[config.mk]
export PLATFORM = sky130hd
export DESIGN_NAME = fpu_exc_unit
export DESIGN_NICKNAME = d
export VERILOG_FILES = /design/src/fpu_exc_unit.v
export VERILOG_INCLUDE_DIRS = /design/src /design/src/src
export SDC_FILE = /design/constraint.sdc
export NUM_CORES = 1
export LEC_CHECK = 0
export BUFFER_PORTS_ARGS = -buffer_cell sky130_fd_sc_hd__buf_2
export CORE_ASPECT_RATIO = 1.75
export CORE_MARGIN = 2
export CORE_UTILIZATION = 40
export DETAILED_ROUTE_END_ITERATION = 8
export PLACE_DENSITY = 0.76
export SLEW_MARGIN = 20
export SYNTH_ARGS = -nofsm -noshare
export SYNTH_HDL_FRONTEND = slang
export SYNTH_SLANG_ARGS = --single-unit
[constraint.sdc]
create_clock -name aclk -period 4.7 [get_ports aclk]
set_input_delay 0.94 -clock aclk [delete_from_list [all_inputs] [get_ports aclk]]
set_output_delay 0.94 -clock aclk [all_outputs]
set_load 0.005 [all_outputs]
[src/fpu_exc_regs.vh]
// Contract
// - three legacy opcodes act as pure no-ops
// - six exception flags, six matching mask bits
// - summary flag set while any unmasked flag
// - masks loadable/storable; flags storable by save ops
// - only arithmetic ops raise operand exceptions
// - invalid flag status bit 0, mask bit 0
// - stack-fault flag one means overflow/underflow
// - stack-fault flag never cleared by operand fault
// - overflow: memory load into non-empty register
// - underflow: empty register used as source
// - eight-entry register stack wraps around
// - stack fault sets invalid and stack-fault flags
// - condition bit one: overflow 1, underflow 0
// - masked stack fault writes indefinite value
// - unmasked stack fault traps, stack top and tags untouched
// - non-waiting ops never interrupted by pending exceptions
// - waiting ops service pending unmasked exceptions first
`ifndef FPU_EXC_REGS_VH
`define FPU_EXC_REGS_VH

// ----------------------------------------
// status and control word fields
// ----------------------------------------
`define SW_IE_BIT 0
`define SW_SF_BIT 6
`define SW_ES_BIT 7
`define SW_C1_BIT 9
`define SW_TOP_LO 11
`define CW_IM_BIT 0
`define CW_INIT 16'h003F
`define EXC_CLASSES 6

// ----------------------------------------
// register tags
// ----------------------------------------
`define TAG_VALID 2'h0
`define TAG_ZERO 2'h1
`define TAG_SPECIAL 2'h2
`define TAG_EMPTY 2'h3
`define TAG_ALL_EMPTY 16'hFFFF

// ----------------------------------------
// operation codes
// ----------------------------------------
`define OP_NOP 5'h00
`define OP_LDCW 5'h01
`define OP_STCW 5'h02
`define OP_STSW 5'h03
`define OP_SAVE 5'h04
`define OP_XSAVE 5'h05
`define OP_RSTOR 5'h06
`define OP_XRSTOR 5'h07
`define OP_CLEX 5'h08
`define OP_INIT 5'h09
`define OP_LEG_ENI 5'h0A
`define OP_LEG_DISI 5'h0B
`define OP_LEG_PM 5'h0C
`define OP_LOAD_EXT 5'h0D
`define OP_LOAD_FP 5'h0E
`define OP_STP_EXT 5'h0F
`define OP_STP_FP 5'h10
`define OP_ARITH 5'h11
`define OP_FREE 5'h12
`define OP_WAIT 5'h13
`define OP_XCHG 5'h14

// ----------------------------------------
// bus map and interrupt bits
// ----------------------------------------
`define REG_STATUS 8'h00
`define REG_CONTROL 8'h04
`define REG_TAGS 8'h08
`define REG_IRQ_STAT 8'h0C
`define REG_IRQ_CLR 8'h10
`define REG_IRQ_EN 8'h14
`define IRQ_STACK_FAULT 0
`define IRQ_TRAP 1
`define IRQ_UNMASKED 2
`define IRQ_W 3
`define RESP_OKAY 2'h0
`define RESP_SLVERR 2'h2

`endif

[src/fpu_exc_unit.v]
// Added by the designer: the address map and the AXI4-Lite interface to the registers.
`timescale 1ns/100ps
`default_nettype none
`include "fpu_exc_regs.vh"

module fpu_exc_unit #(
    parameter ADDR_W = 8
) (
    input wire aclk,
    input wire aresetn,
    input wire [ADDR_W-1:0] awaddr,
    input wire awvalid,
    output wire awready,
    input wire [31:0] wdata,
    input wire [3:0] wstrb,
    input wire wvalid,
    output wire wready,
    output wire [1:0] bresp,
    output wire bvalid,
    input wire bready,
    input wire [ADDR_W-1:0] araddr,
    input wire arvalid,
    output wire arready,
    output wire [31:0] rdata,
    output wire [1:0] rresp,
    output wire rvalid,
    input wire rready,
    input wire instr_valid,
    input wire [4:0] instr_op,
    input wire [2:0] instr_sti,
    input wire instr_wait,
    input wire [1:0] instr_dest_kind,
    input wire [5:0] arith_exc,
    input wire [15:0] load_cw,
    input wire [15:0] load_sw,
    input wire [15:0] load_tag,
    output wire instr_done,
    output wire trap_req,
    output wire indef_write,
    output wire [1:0] indef_kind,
    output wire store_valid,
    output wire [15:0] store_cw,
    output wire [15:0] store_sw,
    output wire [15:0] store_tag,
    output wire [15:0] status_word,
    output wire [15:0] control_word,
    output wire [15:0] tag_word,
    output wire irq
);

// ----------------------------------------
// helpers
// ----------------------------------------
function [1:0] tag_of;
    input [15:0] t;
    input [2:0] i;
    begin
        tag_of = t[{i, 1'b0} +: 2];
    end
endfunction

function is_arith;
    input [4:0] op;
    begin
        is_arith = (op == `OP_LOAD_FP) || (op == `OP_STP_FP) || (op == `OP_ARITH);
    end
endfunction

function [15:0] merge16;
    input [15:0] old;
    input [31:0] d;
    input [3:0] s;
    begin
        merge16 = {s[1] ? d[15:8] : old[15:8], s[0] ? d[7:0] : old[7:0]};
    end
endfunction

// ----------------------------------------
// state
// ----------------------------------------
reg [15:0] sw_r;
reg [15:0] cw_r;
reg [15:0] tag_r;
reg [15:0] sw_nxt;
reg [15:0] cw_nxt;
reg [15:0] tag_nxt;
reg done_r;
reg trap_r;
reg indef_r;
reg [1:0] indef_kind_r;
reg store_r;
reg trap_nxt;
reg indef_nxt;
reg store_nxt;
reg ovf;
reg unf;
reg arith_ev;
reg [2:0] top;
reg [2:0] dst;
reg [2:0] srci;
reg [1:0] t0;
reg [1:0] ti;
reg [`IRQ_W-1:0] irq_stat_r;
reg [`IRQ_W-1:0] irq_en_r;
reg irq_r;
reg awready_r;
reg wready_r;
reg bvalid_r;
reg [1:0] bresp_r;
reg arready_r;
reg rvalid_r;
reg [1:0] rresp_r;
reg [31:0] rdata_r;
reg [ADDR_W-1:0] aw_addr_r;
reg [ADDR_W-1:0] ar_addr_r;
reg [31:0] wdata_r;
reg [3:0] wstrb_r;
wire wr_go;
wire rd_go;
wire wr_cw;
wire wr_clr;
wire wr_en;
wire wr_mapped;
wire masked;
wire chk_wait;
wire [`IRQ_W-1:0] ev;

assign wr_go = ~awready_r & ~wready_r & ~bvalid_r;
assign rd_go = ~arready_r & ~rvalid_r;
assign wr_cw = wr_go && (aw_addr_r == `REG_CONTROL);
assign wr_clr = wr_go && (aw_addr_r == `REG_IRQ_CLR);
assign wr_en = wr_go && (aw_addr_r == `REG_IRQ_EN);
assign wr_mapped = (aw_addr_r == `REG_STATUS) || (aw_addr_r == `REG_CONTROL) ||
    (aw_addr_r == `REG_TAGS) || (aw_addr_r == `REG_IRQ_STAT) ||
    (aw_addr_r == `REG_IRQ_CLR) || (aw_addr_r == `REG_IRQ_EN);
assign masked = cw_r[`CW_IM_BIT];
// only waiting ops look at pending exceptions
assign chk_wait = instr_wait || (instr_op == `OP_WAIT);

// ----------------------------------------
// instruction execution
// ----------------------------------------
always @* begin
    sw_nxt = sw_r;
    cw_nxt = cw_r;
    tag_nxt = tag_r;
    trap_nxt = 1'b0;
    indef_nxt = 1'b0;
    store_nxt = 1'b0;
    ovf = 1'b0;
    unf = 1'b0;
    arith_ev = 1'b0;
    top = sw_r[`SW_TOP_LO +: 3];
    dst = top - 3'd1;
    srci = top + instr_sti;
    t0 = tag_of(tag_r, top);
    ti = tag_of(tag_r, srci);
    if (wr_cw) begin
        cw_nxt = merge16(cw_r, wdata_r, wstrb_r);
    end
    if (instr_valid) begin
        if (chk_wait && sw_r[`SW_ES_BIT]) begin
            // pending unmasked exception serviced before the op runs
            trap_nxt = 1'b1;
        end else begin
            case (instr_op)
                `OP_LDCW: cw_nxt = load_cw;
                `OP_STCW, `OP_STSW, `OP_SAVE, `OP_XSAVE: store_nxt = 1'b1;
                `OP_RSTOR, `OP_XRSTOR: begin
                    cw_nxt = load_cw;
                    sw_nxt = load_sw;
                    tag_nxt = load_tag;
                end
                `OP_CLEX: begin
                    sw_nxt[5:0] = 6'h00;
                    sw_nxt[`SW_SF_BIT] = 1'b0;
                end
                `OP_INIT: begin
                    cw_nxt = `CW_INIT;
                    sw_nxt = 16'h0000;
                    tag_nxt = `TAG_ALL_EMPTY;
                end
                `OP_LEG_ENI, `OP_LEG_DISI, `OP_LEG_PM: begin
                    // legacy opcodes retire with no state change
                    sw_nxt = sw_r;
                end
                `OP_LOAD_EXT, `OP_LOAD_FP: begin
                    if (tag_of(tag_r, dst) != `TAG_EMPTY) begin
                        ovf = 1'b1;
                        if (masked) begin
                            sw_nxt[`SW_TOP_LO +: 3] = dst;
                            tag_nxt[{dst, 1'b0} +: 2] = `TAG_SPECIAL;
                        end
                    end else begin
                        sw_nxt[`SW_TOP_LO +: 3] = dst;
                        tag_nxt[{dst, 1'b0} +: 2] = `TAG_VALID;
                    end
                end
                `OP_STP_EXT, `OP_STP_FP: begin
                    unf = (t0 == `TAG_EMPTY);
                    if (!unf || masked) begin
                        sw_nxt[`SW_TOP_LO +: 3] = top + 3'd1;
                        tag_nxt[{top, 1'b0} +: 2] = `TAG_EMPTY;
                    end
                end
                `OP_ARITH: begin
                    unf = (t0 == `TAG_EMPTY) || (ti == `TAG_EMPTY);
                    if (!unf) begin
                        tag_nxt[{top, 1'b0} +: 2] = `TAG_VALID;
                    end else if (masked) begin
                        tag_nxt[{top, 1'b0} +: 2] = `TAG_SPECIAL;
                    end
                end
                `OP_XCHG: begin
                    unf = (t0 == `TAG_EMPTY) || (ti == `TAG_EMPTY);
                    if (!unf || masked) begin
                        // empties take the indefinite value, then swap
                        tag_nxt[{top, 1'b0} +: 2] = (ti == `TAG_EMPTY) ? `TAG_SPECIAL : ti;
                        tag_nxt[{srci, 1'b0} +: 2] = (t0 == `TAG_EMPTY) ? `TAG_SPECIAL : t0;
                    end
                end
                `OP_FREE: tag_nxt[{srci, 1'b0} +: 2] = `TAG_EMPTY;
                default: sw_nxt = sw_r;
            endcase
            if (ovf || unf) begin
                sw_nxt[`SW_IE_BIT] = 1'b1;
                sw_nxt[`SW_SF_BIT] = 1'b1;
                sw_nxt[`SW_C1_BIT] = ovf;
                if (masked) begin
                    indef_nxt = 1'b1;
                end else begin
                    // top and tags held at entry values
                    sw_nxt[`SW_TOP_LO +: 3] = top;
                    tag_nxt = tag_r;
                    trap_nxt = 1'b1;
                end
            end else if (is_arith(instr_op)) begin
                // stack-fault flag left as it was
                sw_nxt[5:0] = sw_r[5:0] | arith_exc;
                arith_ev = |(arith_exc & ~cw_r[5:0]);
            end
        end
    end
    // summary tracks unmasked sticky flags
    sw_nxt[`SW_ES_BIT] = |(sw_nxt[`EXC_CLASSES-1:0] & ~cw_nxt[`EXC_CLASSES-1:0]);
end

assign ev = {arith_ev, trap_nxt, ovf | unf};

always @(posedge aclk) begin
    if (!aresetn) begin
        sw_r <= 16'h0000;
        cw_r <= `CW_INIT;
        tag_r <= `TAG_ALL_EMPTY;
        done_r <= 1'b0;
        trap_r <= 1'b0;
        indef_r <= 1'b0;
        indef_kind_r <= 2'h0;
        store_r <= 1'b0;
    end else begin
        sw_r <= sw_nxt;
        cw_r <= cw_nxt;
        tag_r <= tag_nxt;
        done_r <= instr_valid;
        trap_r <= trap_nxt;
        indef_r <= indef_nxt;
        if (indef_nxt) begin
            indef_kind_r <= instr_dest_kind;
        end
        store_r <= store_nxt;
    end
end

// ----------------------------------------
// interrupt status, clear and enable
// ----------------------------------------
always @(posedge aclk) begin
    if (!aresetn) begin
        irq_stat_r <= {`IRQ_W{1'b0}};
        irq_en_r <= {`IRQ_W{1'b0}};
        irq_r <= 1'b0;
    end else begin
        // a new event beats a clear in the same cycle
        irq_stat_r <= (irq_stat_r & ~(wr_clr ? wdata_r[`IRQ_W-1:0] : {`IRQ_W{1'b0}})) | ev;
        if (wr_en) begin
            irq_en_r <= wdata_r[`IRQ_W-1:0];
        end
        irq_r <= |(irq_stat_r & irq_en_r);
    end
end

// ----------------------------------------
// bus slave
// ----------------------------------------
always @(posedge aclk) begin
    if (!aresetn) begin
        awready_r <= 1'b1;
        wready_r <= 1'b1;
        bvalid_r <= 1'b0;
        bresp_r <= `RESP_OKAY;
        arready_r <= 1'b1;
        rvalid_r <= 1'b0;
        rresp_r <= `RESP_OKAY;
        rdata_r <= 32'h00000000;
        aw_addr_r <= {ADDR_W{1'b0}};
        ar_addr_r <= {ADDR_W{1'b0}};
        wdata_r <= 32'h00000000;
        wstrb_r <= 4'h0;
    end else begin
        if (awvalid && awready_r) begin
            awready_r <= 1'b0;
            aw_addr_r <= awaddr;
        end
        if (wvalid && wready_r) begin
            wready_r <= 1'b0;
            wdata_r <= wdata;
            wstrb_r <= wstrb;
        end
        if (wr_go) begin
            bvalid_r <= 1'b1;
            bresp_r <= wr_mapped ? `RESP_OKAY : `RESP_SLVERR;
        end
        if (bvalid_r && bready) begin
            bvalid_r <= 1'b0;
            awready_r <= 1'b1;
            wready_r <= 1'b1;
        end
        if (arvalid && arready_r) begin
            arready_r <= 1'b0;
            ar_addr_r <= araddr;
        end
        if (rd_go) begin
            rvalid_r <= 1'b1;
            rresp_r <= `RESP_OKAY;
            case (ar_addr_r)
                `REG_STATUS: rdata_r <= {16'h0000, sw_r};
                `REG_CONTROL: rdata_r <= {16'h0000, cw_r};
                `REG_TAGS: rdata_r <= {16'h0000, tag_r};
                `REG_IRQ_STAT: rdata_r <= {{(32-`IRQ_W){1'b0}}, irq_stat_r};
                `REG_IRQ_CLR: rdata_r <= 32'h00000000;
                `REG_IRQ_EN: rdata_r <= {{(32-`IRQ_W){1'b0}}, irq_en_r};
                default: begin
                    rdata_r <= 32'h00000000;
                    rresp_r <= `RESP_SLVERR;
                end
            endcase
        end
        if (rvalid_r && rready) begin
            rvalid_r <= 1'b0;
            arready_r <= 1'b1;
        end
    end
end

assign awready = awready_r;
assign wready = wready_r;
assign bvalid = bvalid_r;
assign bresp = bresp_r;
assign arready = arready_r;
assign rvalid = rvalid_r;
assign rresp = rresp_r;
assign rdata = rdata_r;
assign instr_done = done_r;
assign trap_req = trap_r;
assign indef_write = indef_r;
assign indef_kind = indef_kind_r;
assign store_valid = store_r;
assign store_cw = cw_r;
assign store_sw = sw_r;
assign store_tag = tag_r;
assign status_word = sw_r;
assign control_word = cw_r;
assign tag_word = tag_r;
assign irq = irq_r;

endmodule // fpu_exc_unit
`default_nettype wire

; Yosys cells after proc, flatten, opt, wreduce, memory -nomap -nowiden
; Cells that the tools add are included.
[totals]
rom_bits = 0
wordCells = 214
inputBits = 125
mem_count = 0
out_inout_bits = 144
regBits = 136
ramBits = 0
latchBits = 0
[classes]
muxes = 69
div_mod_pow = 0
mul = 0
bitwise = 21
n_reduce_logical = 46
n_shift = 14
order_cmp = 0
addsub = 6
eq_ne = 31
[op_table]
columns = cell, n
row1 = 2-to-1 mux 16 bit, 11
row2 = bitwise mux 16 bit, 8
row3 = case mux 16 bit (7 select lines), 1
row4 = indexed part select 2 x 6 -> 16 bit (first input constant), 6
row5 = case mux 16 bit (5 select lines), 1
row6 = variable shift 2 x 6 -> 16 bit (first input constant), 3
row7 = indexed part select 16 x 5 -> 2 bit, 3
row8 = == test 8 x 4 -> 1 bit (second input constant), 4
row9 = == test 8 x 5 -> 1 bit (second input constant), 4
row10 = case mux 16 bit (2 select lines), 1
row11 = indexed part select 2 x 6 -> 16 bit, 2
row12 = 2-to-1 mux 1 bit, 26
row13 = == test 5 x 4 -> 1 bit (second input constant), 5
row14 = == test 5 bit (second input constant), 5
row15 = == test 5 x 3 -> 1 bit (second input constant), 4
row16 = 2-to-1 mux 3 bit, 6
row17 = 2-to-1 mux 6 bit, 3
row18 = negator 4 -> 6 bit, 3
row19 = OR reduction 6 bit, 3
row20 = == test 8 x 3 -> 1 bit (second input constant), 2
row21 = logical NOT 8 bit, 2
row22 = 2-to-1 mux 8 bit, 2
row23 = case mux 7 bit (2 select lines), 1
row24 = OR reduction 2 bit, 7
row25 = other kinds (30), 74

; Longest topological paths before layout
; Gate-level depths: netlist of run 1.
[logic_depth]
depth_word = 13
depth_mapped = 15
mapped_depth_nobuf = 12

; Worst setup path after synthesis of run 1
; No wires, ideal clock.
[synth_path]
path_type = in2reg
startpoint = input instr_sti[0]
endpoint = register tag_r[13] (netlist: store_tag[13])
t_required_ns = 4.572
stages = 11
path_buffers = 0
setup_ns = 0.128
slack_ns = 0.928
arrival_ns = 3.644
cell_sequence = ha_1 > fa_1 > inv_1 > ha_1 > ha_1 > nand2b_1 > a2111oi_2 > a211o_1 > a21oi_1 > o32ai_1 > o21ai_1
[synth_via]
elab_chain_cells = 11
elab_cells_between_ends = 26
cone_classes = 2 x add/sub / 2 x eq/ne / 5 x shift / 12 x mux / 5 x reduce/logical
[synth_rtl]
columns = element, line
row1 = from (decl), fpu_exc_unit.v:30  ; input wire [2:0] instr_sti,
row2 = adder 3 bit *, fpu_exc_unit.v:155  ; srci = top + instr_sti;
row3 = indexed part select 16 x 5 -> 2 bit, fpu_exc_unit.v:58  ; tag_of = t[{i, 1'b0} +: 2];
row4 = == test 2 bit (no line), n/a
row5 = 2-to-1 mux 2 bit, fpu_exc_unit.v:218  ; tag_nxt[{top, 1'b0} +: 2] = (ti == `TAG_EMPTY) ? `TAG_SPECIAL : ti;
row6 = indexed part select 2 x 6 -> 16 bit, fpu_exc_unit.v:218
row7 = bitwise mux 16 bit, fpu_exc_unit.v:218
row8 = bitwise mux 16 bit, fpu_exc_unit.v:219  ; tag_nxt[{srci, 1'b0} +: 2] = (t0 == `TAG_EMPTY) ? `TAG_SPECIAL : t0;
row9 = 2-to-1 mux 16 bit, fpu_exc_unit.v:216  ; if (!unf || masked) begin
row10 = case mux 16 bit (7 select lines), fpu_exc_unit.v:166  ; case (instr_op)
row11 = 2-to-1 mux 16 bit, fpu_exc_unit.v:229  ; if (masked) begin
row12 = 2-to-1 mux 16 bit, fpu_exc_unit.v:225  ; if (ovf || unf) begin
row13 = to (signal assigned), fpu_exc_unit.v:254  ; tag_r <= `TAG_ALL_EMPTY;
row14 = to (signal assigned), fpu_exc_unit.v:263  ; tag_r <= tag_nxt;
row15 = to (decl), fpu_exc_unit.v:83  ; reg [15:0] tag_r;
; Every way passes the cells marked *; elsewhere a longest branch is shown, timed or not. The select of a mux whose other input is x is not followed.
; A chain may end at the register's enable or synchronous reset.

; Final worst setup path of run 1
; Same ends and word-level chain as after synthesis.

==> summary.txt, run 1 <==
Global route
  – GR Util All Layers: 27.4%
  – First-pass GRT wire length: 42700 um
  – GRT overflow: 0
  – Initial antenna violation count: 2
  – Largest net degree at the start of global routing: 58
  – Vias in the first global route: 7875

Setup path
  – CP startpoint kind: input port
  – Critical Path AT: 4.36 ns
  – CP endpoint: store_tag[13]$_SDFFE_PN1P_
  – R2r startpoint: status_word[11]$_SDFFE_PN0P_
  – CP Capture Type: flop
  – Worst-path maximum fanout: 8
  – CP top delay family: adder cells
  – Critical path depth: 12
  – Worst R2R End: store_tag[13]$_SDFFE_PN1P_
  – CP startpoint: instr_sti[0]
  – Kind of critical path: input port to flop
  – Reg-to-reg setup timing slack: 0.85 ns
  – Worst path cell trace: buf_2, ha_1, fa_1, inv_1, ha_1, ha_1, nand2b_1, a2111oi_2, a211o_1, a21oi_1, o32ai_1, o21ai_1
  – R2R depth: 11
  – Slowest CP cell: fa_1
  – Data required, critical path: 5.01 ns
  – WP buf/inv: 2
  – Critical path's most frequent cell: ha_1
  – CP max stage delay: 0.69 ns

Floorplanning
  – Total die area: 20400 um2
  – I/O Pins: 269
  – Die width: 109 um
  – Die Height: 188 um
  – Initial core utilization: 40.5%
  – Num rows: 67
  – Core box area: 19000 um2

Timing
  – Worst setup skew after layout: 0.0135 ns
  – Hold Fails Final Rpt: 0
  – # setup viols final: 0
  – Hold_ws: 0.450 ns
  – Fin crit period: 4.04 ns
  – Setup repair after global routing missed its margin: no
  – Final period util: 86.0%
  – Actual slew at the worst max-slew pin: 1.08 ns
  – Setup TNS: 0 ns
  – Timing-limited maximum frequency: 0.247 GHz
  – Slew Limit Headroom: 27.8%
  – Final Slew Violations: 0

Routing
  – Drt total wl: 28100 um
  – TritonRoute pass-1 iters: 6
  – Initial DRC count: 570
  – DRT antenna net count: 0
  – Average via count per standard cell: 5.89
  – DR WL/cell: 20.2 um
  – Vias: 8209
  – # DRC: 0

Placed design
  – Placed Cells: 1360
  – Port Buffers: 231
  – Dpl cell area: 8630 um2
  – Global placement routability congestion: 0.992
  – DP HPWL: 21200 um

Synthesis
  – YS warnings: 0
  – Top FF cell, synth: dfxtp_1
  – Register area share after synthesis: 30.7%
  – Number of synthesized register bits: 118
  – EDFF count, synth: 0
  – Synth unique cells: 89
  – Synth area leaders: dfxtp_1 (31%), a21oi_1 (6.6%), buf_4 (6.5%)
  – Most common library cells after synthesis: nor2_1 (125), dfxtp_1 (118), nand2_1 (103)
  – Most instantiated library cell after synthesis: nor2_1
  – Gate count after technology mapping: 980
  – Synth area leader: dfxtp_1
  – Synthesized area: 7700 um2
  – Asr flop ratio synth: 0%
  – Syn_area_per_cell: 7.86 um2
  – Synth top area share: 30.7%

Final layout
  – Area growth, synth to finish: 20.1%
  – Ratio of cells with drive above 1 in the final layout: 28.0%
  – Post-route insts no fill: 1393
  – Cell area after layout: 9250 um2
  – Final Net Count: 1275

Clock network
  – Cts bufs inserted: 17
  – CTS root buf: clkbuf_16
  – Worst skew pair latency: 0.43 ns
  – # Post-CTS Setup Buffers: 0
  – Clock H-tree levels: 4
  – CTS max path bufs: 2
  – # clock sinks: 118
  – CTS clk-pin slew, worst paths: 0.07 ns
  – Hold Buf Count CTS: 0
  – CTS tree: done
  – CTS resizes: 0

Power and ir drop
  – VDD IR-drop max: 0.000314 V
  – P_leak: 3.99 nW
  – Pwr Total: 0.00308 W
  – Pwr/cell area: 333 nW/um2

Worst hold path
  – Hold Path Class: flop to flop

Status
  – Status: finished, final reports clean

Job
  – Maxcap violations: 0
-- cells by family (layout without fill, tap and decap cells) --
family          after synthesis  after routing  synth area share, %
other cells                   1             19               0.0487
simple gates                349            349                 21.3
mux                          52             52                 8.17
flops                       118            118                 30.7
xor+xnor                      5              5                0.764
compound gates              290            290                 25.9
fa+ha+maj                    13             13                 2.18
buf+inv                     152            306                 11.0
-- final cells by class --
class	instances	area (um2)
fill	1902	9780
inverter	26	97.6
antenna	1	2.50
sequential	118	2360
tap	241	302
multi-input combinational	727	4580
clock inverter	15	181
clock buffer	17	425
timing repair buffer	248	1300
-- per-stage QoR --
step,setup WS [ns],util [%]
after global routing,0.578,48.6
after CTS,0.785,48.5
final,0.657,48.6
after global placement,0.414,45.3
after detailed placement,0.342,45.3
after floorplan,0.928,-
-- report_power, final --
group | total (W) | switching, W | internal, W
logic | 0.000608 | 0.000365 | 0.000244
registers | 0.00113 | 0.0000770 | 0.00105
clock network | 0.00135 | 0.000514 | 0.000835
-- registers in the layout (all words and copies together), names as in the netlist, 2 cells and up --
| register | cells |
|---|---|
| aw_addr_r | 8 |
| wdata_r | 16 |
| irq_stat_r | 3 |
| control_word | 16 |
| rdata | 16 |
| ar_addr_r | 8 |
| wstrb_r | 2 |
| status_word | 16 |
| store_tag | 16 |
| irq_en_r | 3 |
| indef_kind | 2 |
-- worst min-delay path, cell delays in order, from the launching register on --
cell     delay (ns)
dfxtp_1        0.30
nand2_1        0.05
a21oi_1        0.05
-- worst min path at each step --
stage	end	from	slack (ns)	cells past startpoint
after floorplan	aw_addr_r[7]$_SDFFE_PN0P_	aw_addr_r[7]$_SDFFE_PN0P_	0.43	2
after global placement	aw_addr_r[7]$_SDFFE_PN0P_	aw_addr_r[7]$_SDFFE_PN0P_	0.44	2
after detailed placement	aw_addr_r[6]$_SDFFE_PN0P_	aw_addr_r[6]$_SDFFE_PN0P_	0.45	2
after CTS	aw_addr_r[6]$_SDFFE_PN0P_	aw_addr_r[6]$_SDFFE_PN0P_	0.46	2
after global routing	wdata_r[6]$_SDFFE_PN0P_	wdata_r[6]$_SDFFE_PN0P_	0.47	2
final	aw_addr_r[6]$_SDFFE_PN0P_	aw_addr_r[6]$_SDFFE_PN0P_	0.45	2
-- cells in the final DEF, fill, tap and decap left out, types with 13 or more instances in the layout --
| master | instances |
|---|---|
| a222oi_1 | 14 |
| dfxtp_1 | 118 |
| a21oi_1 | 101 |
| nand2_1 | 103 |
| conb_1 | 18 |
| o2111ai_1 | 13 |
| inv_1 | 25 |
| a211oi_1 | 18 |
| nand3_1 | 34 |
| buf_2 | 231 |
| mux2i_1 | 39 |
| clkbuf_16 | 17 |
| buf_4 | 16 |
| o22ai_1 | 15 |
| nor2_1 | 125 |
| o21ai_0 | 36 |
-- per-layer routing --
metal / track usage [%] / up-vias / share of wire [%]
met4: 18.0 / 2 / 6.2
met3: 4.69 / 100 / 6.7
met5: 0 / - / 0.053
li1: - / 3821 / -
met2: 48.3 / 419 / 52
met1: 29.0 / 3867 / 35
(Power assumes the default switching activity.)
==> run 2, diff against run 1 <==
--- a/config.mk
+++ b/config.mk
@@ -7,11 +7,13 @@
 export NUM_CORES = 1
 export LEC_CHECK = 0
 export BUFFER_PORTS_ARGS = -buffer_cell sky130_fd_sc_hd__buf_2
+export CELL_PAD_IN_SITES_DETAIL_PLACEMENT = 1
+export CELL_PAD_IN_SITES_GLOBAL_PLACEMENT = 2
 export CORE_ASPECT_RATIO = 1.75
 export CORE_MARGIN = 2
-export CORE_UTILIZATION = 40
+export CORE_UTILIZATION = 28
 export DETAILED_ROUTE_END_ITERATION = 8
-export PLACE_DENSITY = 0.76
+export PLACE_DENSITY = 0.91
 export SLEW_MARGIN = 20
 export SYNTH_ARGS = -nofsm -noshare
 export SYNTH_HDL_FRONTEND = slang
==> run 2 against run 1 <==
Compared with the run above:
- global-route usage fell by 4.4 points
- register-to-register slack better by 0.02 ns
- critical path type unchanged
- count of clock-buffer cells in the layout up 2
- non-clock buffer count grew 8
- combinational power grew 5.4%
- die area up 42%
- worst setup slack improved by 0.21 ns
- maximum frequency rose by 5.4%
- via count rose by 0.37%
- clock skew fell by 0.0018 ns
==> summary.txt, run 2 (synthesized netlist as in run 1, its figures left out) <==
Final layout
  – Post-route insts no fill: 1529
  – Commonest non-fill, non-tap cells in the layout: buf_2 (231), nor2_1 (125), dfxtp_1 (118)
  – Area occupied by registers: 2360 um2
  – Commonest non-fill, non-tap cell in the layout: buf_2
  – Area of the multi-input gates: 4570 um2
  – Area growth, synth to finish: 22.5%
  – Final Net Count: 1283
  – Post-layout util: 34.8%
  – Number of fillers in the final layout: 3324
  – Ratio of cells with drive above 1 in the final layout: 28.5%

Clock network
  – # clock sinks: 118
  – CTS tree: done
  – CTS max path bufs: 2
  – Cts bufs inserted: 17
  – Clock H-tree levels: 4
  – CTS resizes: 0
  – CTS root buf: clkbuf_16
  – # Post-CTS Setup Buffers: 0
  – Worst skew pair latency: 0.45 ns
  – CTS clk-pin slew, worst paths: 0.06 ns
  – Hold Buf Count CTS: 0

Placed design
  – DP HPWL: 25600 um
  – Global placement routability congestion: 0.940
  – Port Buffers: 231
  – Placed Cells: 1496

Worst hold path
  – Worst Min Path Start: aw_addr_r[5]$_SDFFE_PN0P_
  – Hold Path Class: flop to flop

Setup path
  – Critical Path AT: 4.16 ns
  – Critical path's most frequent cell: ha_1
  – CP max stage delay: 0.65 ns
  – Worst path cell trace: buf_2, ha_1, fa_1, inv_1, ha_1, ha_1, nand2b_1, a2111oi_2, mux2i_1, o2111ai_1, o22ai_1, o21ai_1
  – CP top delay family: adder cells
  – WP buf/inv: 2
  – CP Capture Type: flop
  – Worst-path maximum fanout: 8
  – R2r startpoint: status_word[11]$_SDFFE_PN0P_
  – CP startpoint: instr_sti[0]
  – Slowest CP cell: fa_1
  – Kind of critical path: input port to flop
  – CP startpoint kind: input port
  – Data required, critical path: 5.03 ns

Routing
  – TritonRoute pass-1 iters: 4
  – Initial DRC count: 504
  – # DRC: 0
  – DR WL/cell: 21.9 um
  – DRT antenna net count: 0
  – Drt total wl: 33500 um
  – Vias: 8239
  – Average via count per standard cell: 5.39

Timing
  – Worst setup skew after layout: 0.0117 ns
  – Final Slew Violations: 0
  – Actual slew at the worst max-slew pin: 1.04 ns
  – Setup TNS: 0 ns
  – Fin crit period: 3.84 ns
  – Timing-limited maximum frequency: 0.261 GHz
  – Final period util: 81.6%
  – Setup repair after global routing missed its margin: no
  – Hold Fails Final Rpt: 0
  – Hold_ws: 0.450 ns
  – Slew Limit Headroom: 30.1%
  – # setup viols final: 0

Global route
  – Vias in the first global route: 8401
  – Largest net degree at the start of global routing: 73
  – First-pass GRT wire length: 49600 um
  – Initial antenna violation count: 1
  – GR Util All Layers: 23.0%
  – GRT overflow: 0

Floorplanning
  – Num rows: 80
  – Initial core utilization: 28.4%
  – Total die area: 28900 um2
  – Core box area: 27100 um2
  – Die Height: 223 um
  – Die width: 129 um
  – I/O Pins: 269

Job
  – Maxcap violations: 0

Status
  – Status: finished, final reports clean

Power and ir drop
  – P_leak: 4.03 nW
  – VDD IR-drop max: 0.000276 V
  – Pwr/cell area: 325 nW/um2
==> run 2: cell count changes in the layout (fill, tap and decap cells not counted), sizes merged <==
cell      before  now
clkbuf        17   19
clkinv         6    5
clkinvlp       5    4
bufinv         3    1
buf          248  256
inv           27   29
==> run 2: tightest hold or removal path, stage by stage, from the launching register on <==
cell and delay, ns:
dfxtp_1 0.30, nand2_1 0.05, a21oi_1 0.05
==> run 2: layout make-up <==
cell class                 count  share of cell area, %
timing repair buffer         256                   14.4
tap                          369                   4.90
antenna                        1                 0.0265
sequential                   118                   25.0
multi-input combinational    727                   48.5
inverter                      26                   1.03
clock buffer                  19                   4.80
clock inverter                13                   1.30
==> run 2: where the power goes <==
group | internal [W] | leakage, nW | switching (W)
sequential | 0.00105 | 0.963 | 0.0000800
combinational | 0.000252 | 2.79 | 0.000389
clock | 0.000758 | 0.272 | 0.000533
==> run 2: layer usage <==
layer / up-vias / global-route usage, % / part of all wire (%)
met5: - / 0 / 0
met4: 0 / 15.3 / 6.6
met3: 104 / 4.48 / 4.8
met2: 285 / 41.7 / 53
met1: 4014 / 23.3 / 35
li1: 3836 / - / -
==> run 2: per-stage QoR <==
step                      worst slack (ns)  total power [W]  instance area [um2]
after floorplan                      0.928          0.00154                 7760
after global placement               0.489          0.00177                 8850
after detailed placement             0.433          0.00178                 8850
after CTS                            0.873          0.00309                 9420
after global routing                 0.719          0.00319                 9430
final                                0.864          0.00306                 9430
==> run 2: final timing paths <==
check / to / slack [ns] / cells past startpoint
setup / recovery: store_tag[9]$_SDFFE_PN1P_ / 0.86 / 12
setup reg to reg: status_word[7]$_SDFF_PN0_ / 0.87 / 8
hold reg to reg: aw_addr_r[5]$_SDFFE_PN0P_ / 0.45 / 2
hold / removal: aw_addr_r[5]$_SDFFE_PN0P_ / 0.45 / 2
==> run 3, diff against run 2 <==
--- a/config.mk
+++ b/config.mk
@@ -6,14 +6,15 @@
 export SDC_FILE = /design/constraint.sdc
 export NUM_CORES = 1
 export LEC_CHECK = 0
+export ABC_AREA = 1
 export BUFFER_PORTS_ARGS = -buffer_cell sky130_fd_sc_hd__buf_2
 export CELL_PAD_IN_SITES_DETAIL_PLACEMENT = 1
 export CELL_PAD_IN_SITES_GLOBAL_PLACEMENT = 2
 export CORE_ASPECT_RATIO = 1.75
 export CORE_MARGIN = 2
-export CORE_UTILIZATION = 28
+export CORE_UTILIZATION = 24
 export DETAILED_ROUTE_END_ITERATION = 8
-export PLACE_DENSITY = 0.91
+export PLACE_DENSITY = 0.88
 export SLEW_MARGIN = 20
 export SYNTH_ARGS = -nofsm -noshare
 export SYNTH_HDL_FRONTEND = slang
==> constraint.sdc (replaced) <==
create_clock -name aclk -period 3.35 [get_ports aclk]
set_input_delay 0.67 -clock aclk [delete_from_list [all_inputs] [get_ports aclk]]
set_output_delay 0.67 -clock aclk [all_outputs]
set_load 0.005 [all_outputs]
==> run 3 against run 2 <==
Compared with the run above:
- power rose by 57%
- core utilization fell by 3.6 points
- clock power rose by 58%
- via count rose by 11%
- clock skew barely moved
- register-to-register slack got worse by 0.56 ns
- critical path depth rose by 2
- count of clock-buffer cells in the layout rose by 2
- worst setup slack got worse by 0.56 ns
- die area rose by 17%
- critical endpoint is now store_tag[6]$_SDFFE_PN1P_
- highest routed layer unchanged
==> summary.txt, run 3 <==
Status
  – Status: finished, final reports clean

Setup path
  – Data required, critical path: 3.67 ns
  – CP max stage delay: 0.51 ns
  – Worst path cell trace: ha_1, fa_1, inv_1, ha_1, ha_1, inv_1, nor3_1, buf_4, buf_4, a21oi_1, o21ai_0, nand4_1, o21ai_0, o21ai_1
  – CP startpoint kind: flop
  – Critical path depth: 14
  – Critical Path AT: 3.36 ns
  – Kind of critical path: flop to flop
  – Critical path's most frequent cell: ha_1
  – CP top delay family: adder cells
  – Reg-to-reg setup timing slack: 0.31 ns
  – Slowest CP cell: fa_1
  – Worst-path maximum fanout: 5
  – WP buf/inv: 4
  – R2r startpoint: status_word[11]$_SDFFE_PN0P_
  – R2R depth: 14
  – CP Capture Type: flop
  – Worst R2R End: store_tag[6]$_SDFFE_PN1P_

Clock network
  – # clock sinks: 118
  – CTS root buf: clkbuf_16
  – Clock H-tree levels: 4
  – Hold Buf Count CTS: 0
  – # Post-CTS Setup Buffers: 0
  – Worst skew pair latency: 0.45 ns
  – CTS clk-pin slew, worst paths: 0.06 ns
  – Cts bufs inserted: 17
  – CTS tree: done
  – CTS max path bufs: 2
  – CTS resizes: 0

Floorplanning
  – Die Height: 242 um
  – Die width: 140 um
  – Total die area: 33800 um2
  – I/O Pins: 269
  – Core box area: 32000 um2
  – Initial core utilization: 24.2%
  – Num rows: 87

Synthesis
  – YS warnings: 0
  – Syn_area_per_cell: 6.48 um2
  – Synth area leader: dfxtp_1
  – Synth area leaders: dfxtp_1 (31%), nand2_1 (11%), nor2_1 (7.3%)
  – Adder-cell share of the synthesized area: 2.04%
  – Synth top area share: 30.5%
  – Main combinational cell family by area after synthesis: simple AND/OR/NAND/NOR gates
  – Register area share after synthesis: 30.5%
  – Gate count after technology mapping: 1195
  – Number of synthesized register bits: 118
  – Most common library cells after synthesis: nand2_1 (224), nor2_1 (151), inv_1 (119)
  – Multiplexer area fraction after synthesis: 0%
  – Complex-gate fraction of the synthesized area: 23.6%
  – Synth unique cells: 55
  – Top FF cell, synth: dfxtp_1
  – Simple-gate share of the synthesized area: 28.3%
  – EDFF count, synth: 0
  – Synthesized area: 7740 um2
  – Most instantiated library cell after synthesis: nand2_1
  – Post-Synth XOR/XNOR Area: 0.226%
  – Asr flop ratio synth: 0%

Routing
  – DR WL/cell: 20.3 um
  – Wire length on met3: 1300 um
  – Metal-1 WL: 12500 um
  – # DRC: 0
  – DRT antenna net count: 0
  – Average via count per standard cell: 4.97
  – TritonRoute pass-1 iters: 4
  – Max Used Layer: met4
  – Initial DRC count: 329
  – Drt total wl: 37500 um
  – Vias: 9155
  – Routed wl met2: 21100 um

Power and ir drop
  – Sw Ratio: 33.1%
  – Internal power: 0.00321 W
  – VDD IR-drop max: 0.000384 V
  – Net Sw Power: 0.00158 W
  – P_leak: 4.84 nW
  – Gate power share: 24.5%
  – Pwr/cell area: 480 nW/um2
  – Flop pwr share: 32.9%
  – Clock power frac: 42.5%

Placed design
  – Global placement routability congestion: 0.988
  – DP HPWL: 30400 um
  – Port Buffers: 231

Job
  – Maxcap violations: 0

Worst hold path
  – Hold EP: awready$_SDFFE_PP1P_
  – Hold Path Class: input port to flop
  – Worst Min Path Start: awvalid
  – Worst hold stages: 2

Timing
  – Setup repair after global routing missed its margin: no
  – Actual slew at the worst max-slew pin: 0.745 ns
  – Final period util: 90.8%
  – Hold_ws: 0.425 ns
  – Final Slew Violations: 0
  – Slew Limit Headroom: 50.3%
  – Worst setup skew after layout: 0.0120 ns
  – # setup viols final: 0
  – Hold Fails Final Rpt: 0
  – Timing-limited maximum frequency: 0.329 GHz
  – Setup TNS: 0 ns
  – Fin crit period: 3.04 ns

Final layout
  – # diodes: 0
  – Commonest non-fill, non-tap cell in the layout: buf_2
  – Number of fillers in the final layout: 4208
  – Ratio of cells with drive above 1 in the final layout: 26.7%
  – Area growth, synth to finish: 28.9%
  – Post-layout util: 31.2%
  – Commonest non-fill, non-tap cells in the layout: buf_2 (231), nand2_1 (224), nor2_1 (150)
  – Final Net Count: 1567

Global route
  – GRT overflow: 0
  – GR Util All Layers: 21.9%
  – First-pass GRT wire length: 55900 um
  – Largest net degree at the start of global routing: 54
  – Initial antenna violation count: 0
  – Vias in the first global route: 9466
==> run 3: layout make-up <==
class | instances | area, um2 | area share [%]
Timing Repair Buffer | 302 | 1700 | 17.0
Multi-Input combinational cell | 855 | 4260 | 42.7
Clock buffer | 21 | 470 | 4.71
Sequential cell | 118 | 2360 | 23.7
Inverter | 136 | 515 | 5.16
Tap cell | 400 | 500 | 5.01
Clock inverter | 11 | 171 | 1.72
==> run 3: per-layer routing <==
metal / vias to the layer above / global-route usage (%)
met5: - / 0
met4: 0 / 15.0
met3: 111 / 3.74
met2: 262 / 43.2
met1: 4422 / 19.6
li1: 4360 / -
==> run 3: cells by family (layout without fill, tap and decap cells) <==
kind of cell | after synthesis | count (layout)
AOI/OAI and AO/OA | 321 | 321
xor gates and xnor gates | 2 | 2
adders and majority gates | 12 | 12
buffers and inverters | 239 | 470
DFF | 118 | 118
other | 1 | 18
and+or+nand+nor | 502 | 502
==> run 3: worst max-delay path by stage <==
stage                                             from                    endpoint  slack, ns
after floorplan                           instr_sti[0]   store_tag[7]$_SDFFE_PN1P_       0.30
after global placement                    instr_sti[0]   store_tag[7]$_SDFFE_PN1P_      -0.16
after detailed placement                  instr_sti[0]   store_tag[7]$_SDFFE_PN1P_      -0.17
after CTS                 status_word[11]$_SDFFE_PN0P_   store_tag[6]$_SDFFE_PN1P_       0.28
after global routing      status_word[11]$_SDFFE_PN0P_  store_tag[14]$_SDFFE_PN1P_       0.11
final                     status_word[11]$_SDFFE_PN0P_   store_tag[6]$_SDFFE_PN1P_       0.31
==> run 3: per-stage QoR <==
stage	area, um2	power (W)	std cells	worst slack, ns
detailed placement	9340	0.00278	1811	-0.174
CTS	9980	0.00484	1843	0.280
finish	9980	0.00479	1843	0.308
global placement	9340	0.00276	1811	-0.162
global route	9980	0.00501	1843	0.110
floorplan	7810	0.00225	1212	0.302
==> run 3: power groups by stage <==
stage | registers (W) | logic, W | clock network [W]
final | 0.00158 | 0.00117 | 0.00204
after global routing | 0.00159 | 0.00128 | 0.00214
after CTS | 0.00158 | 0.00118 | 0.00209
after detailed placement | 0.00161 | 0.00117 | 0
after global placement | 0.00161 | 0.00115 | 0
after floorplan | 0.00158 | 0.000671 | 0
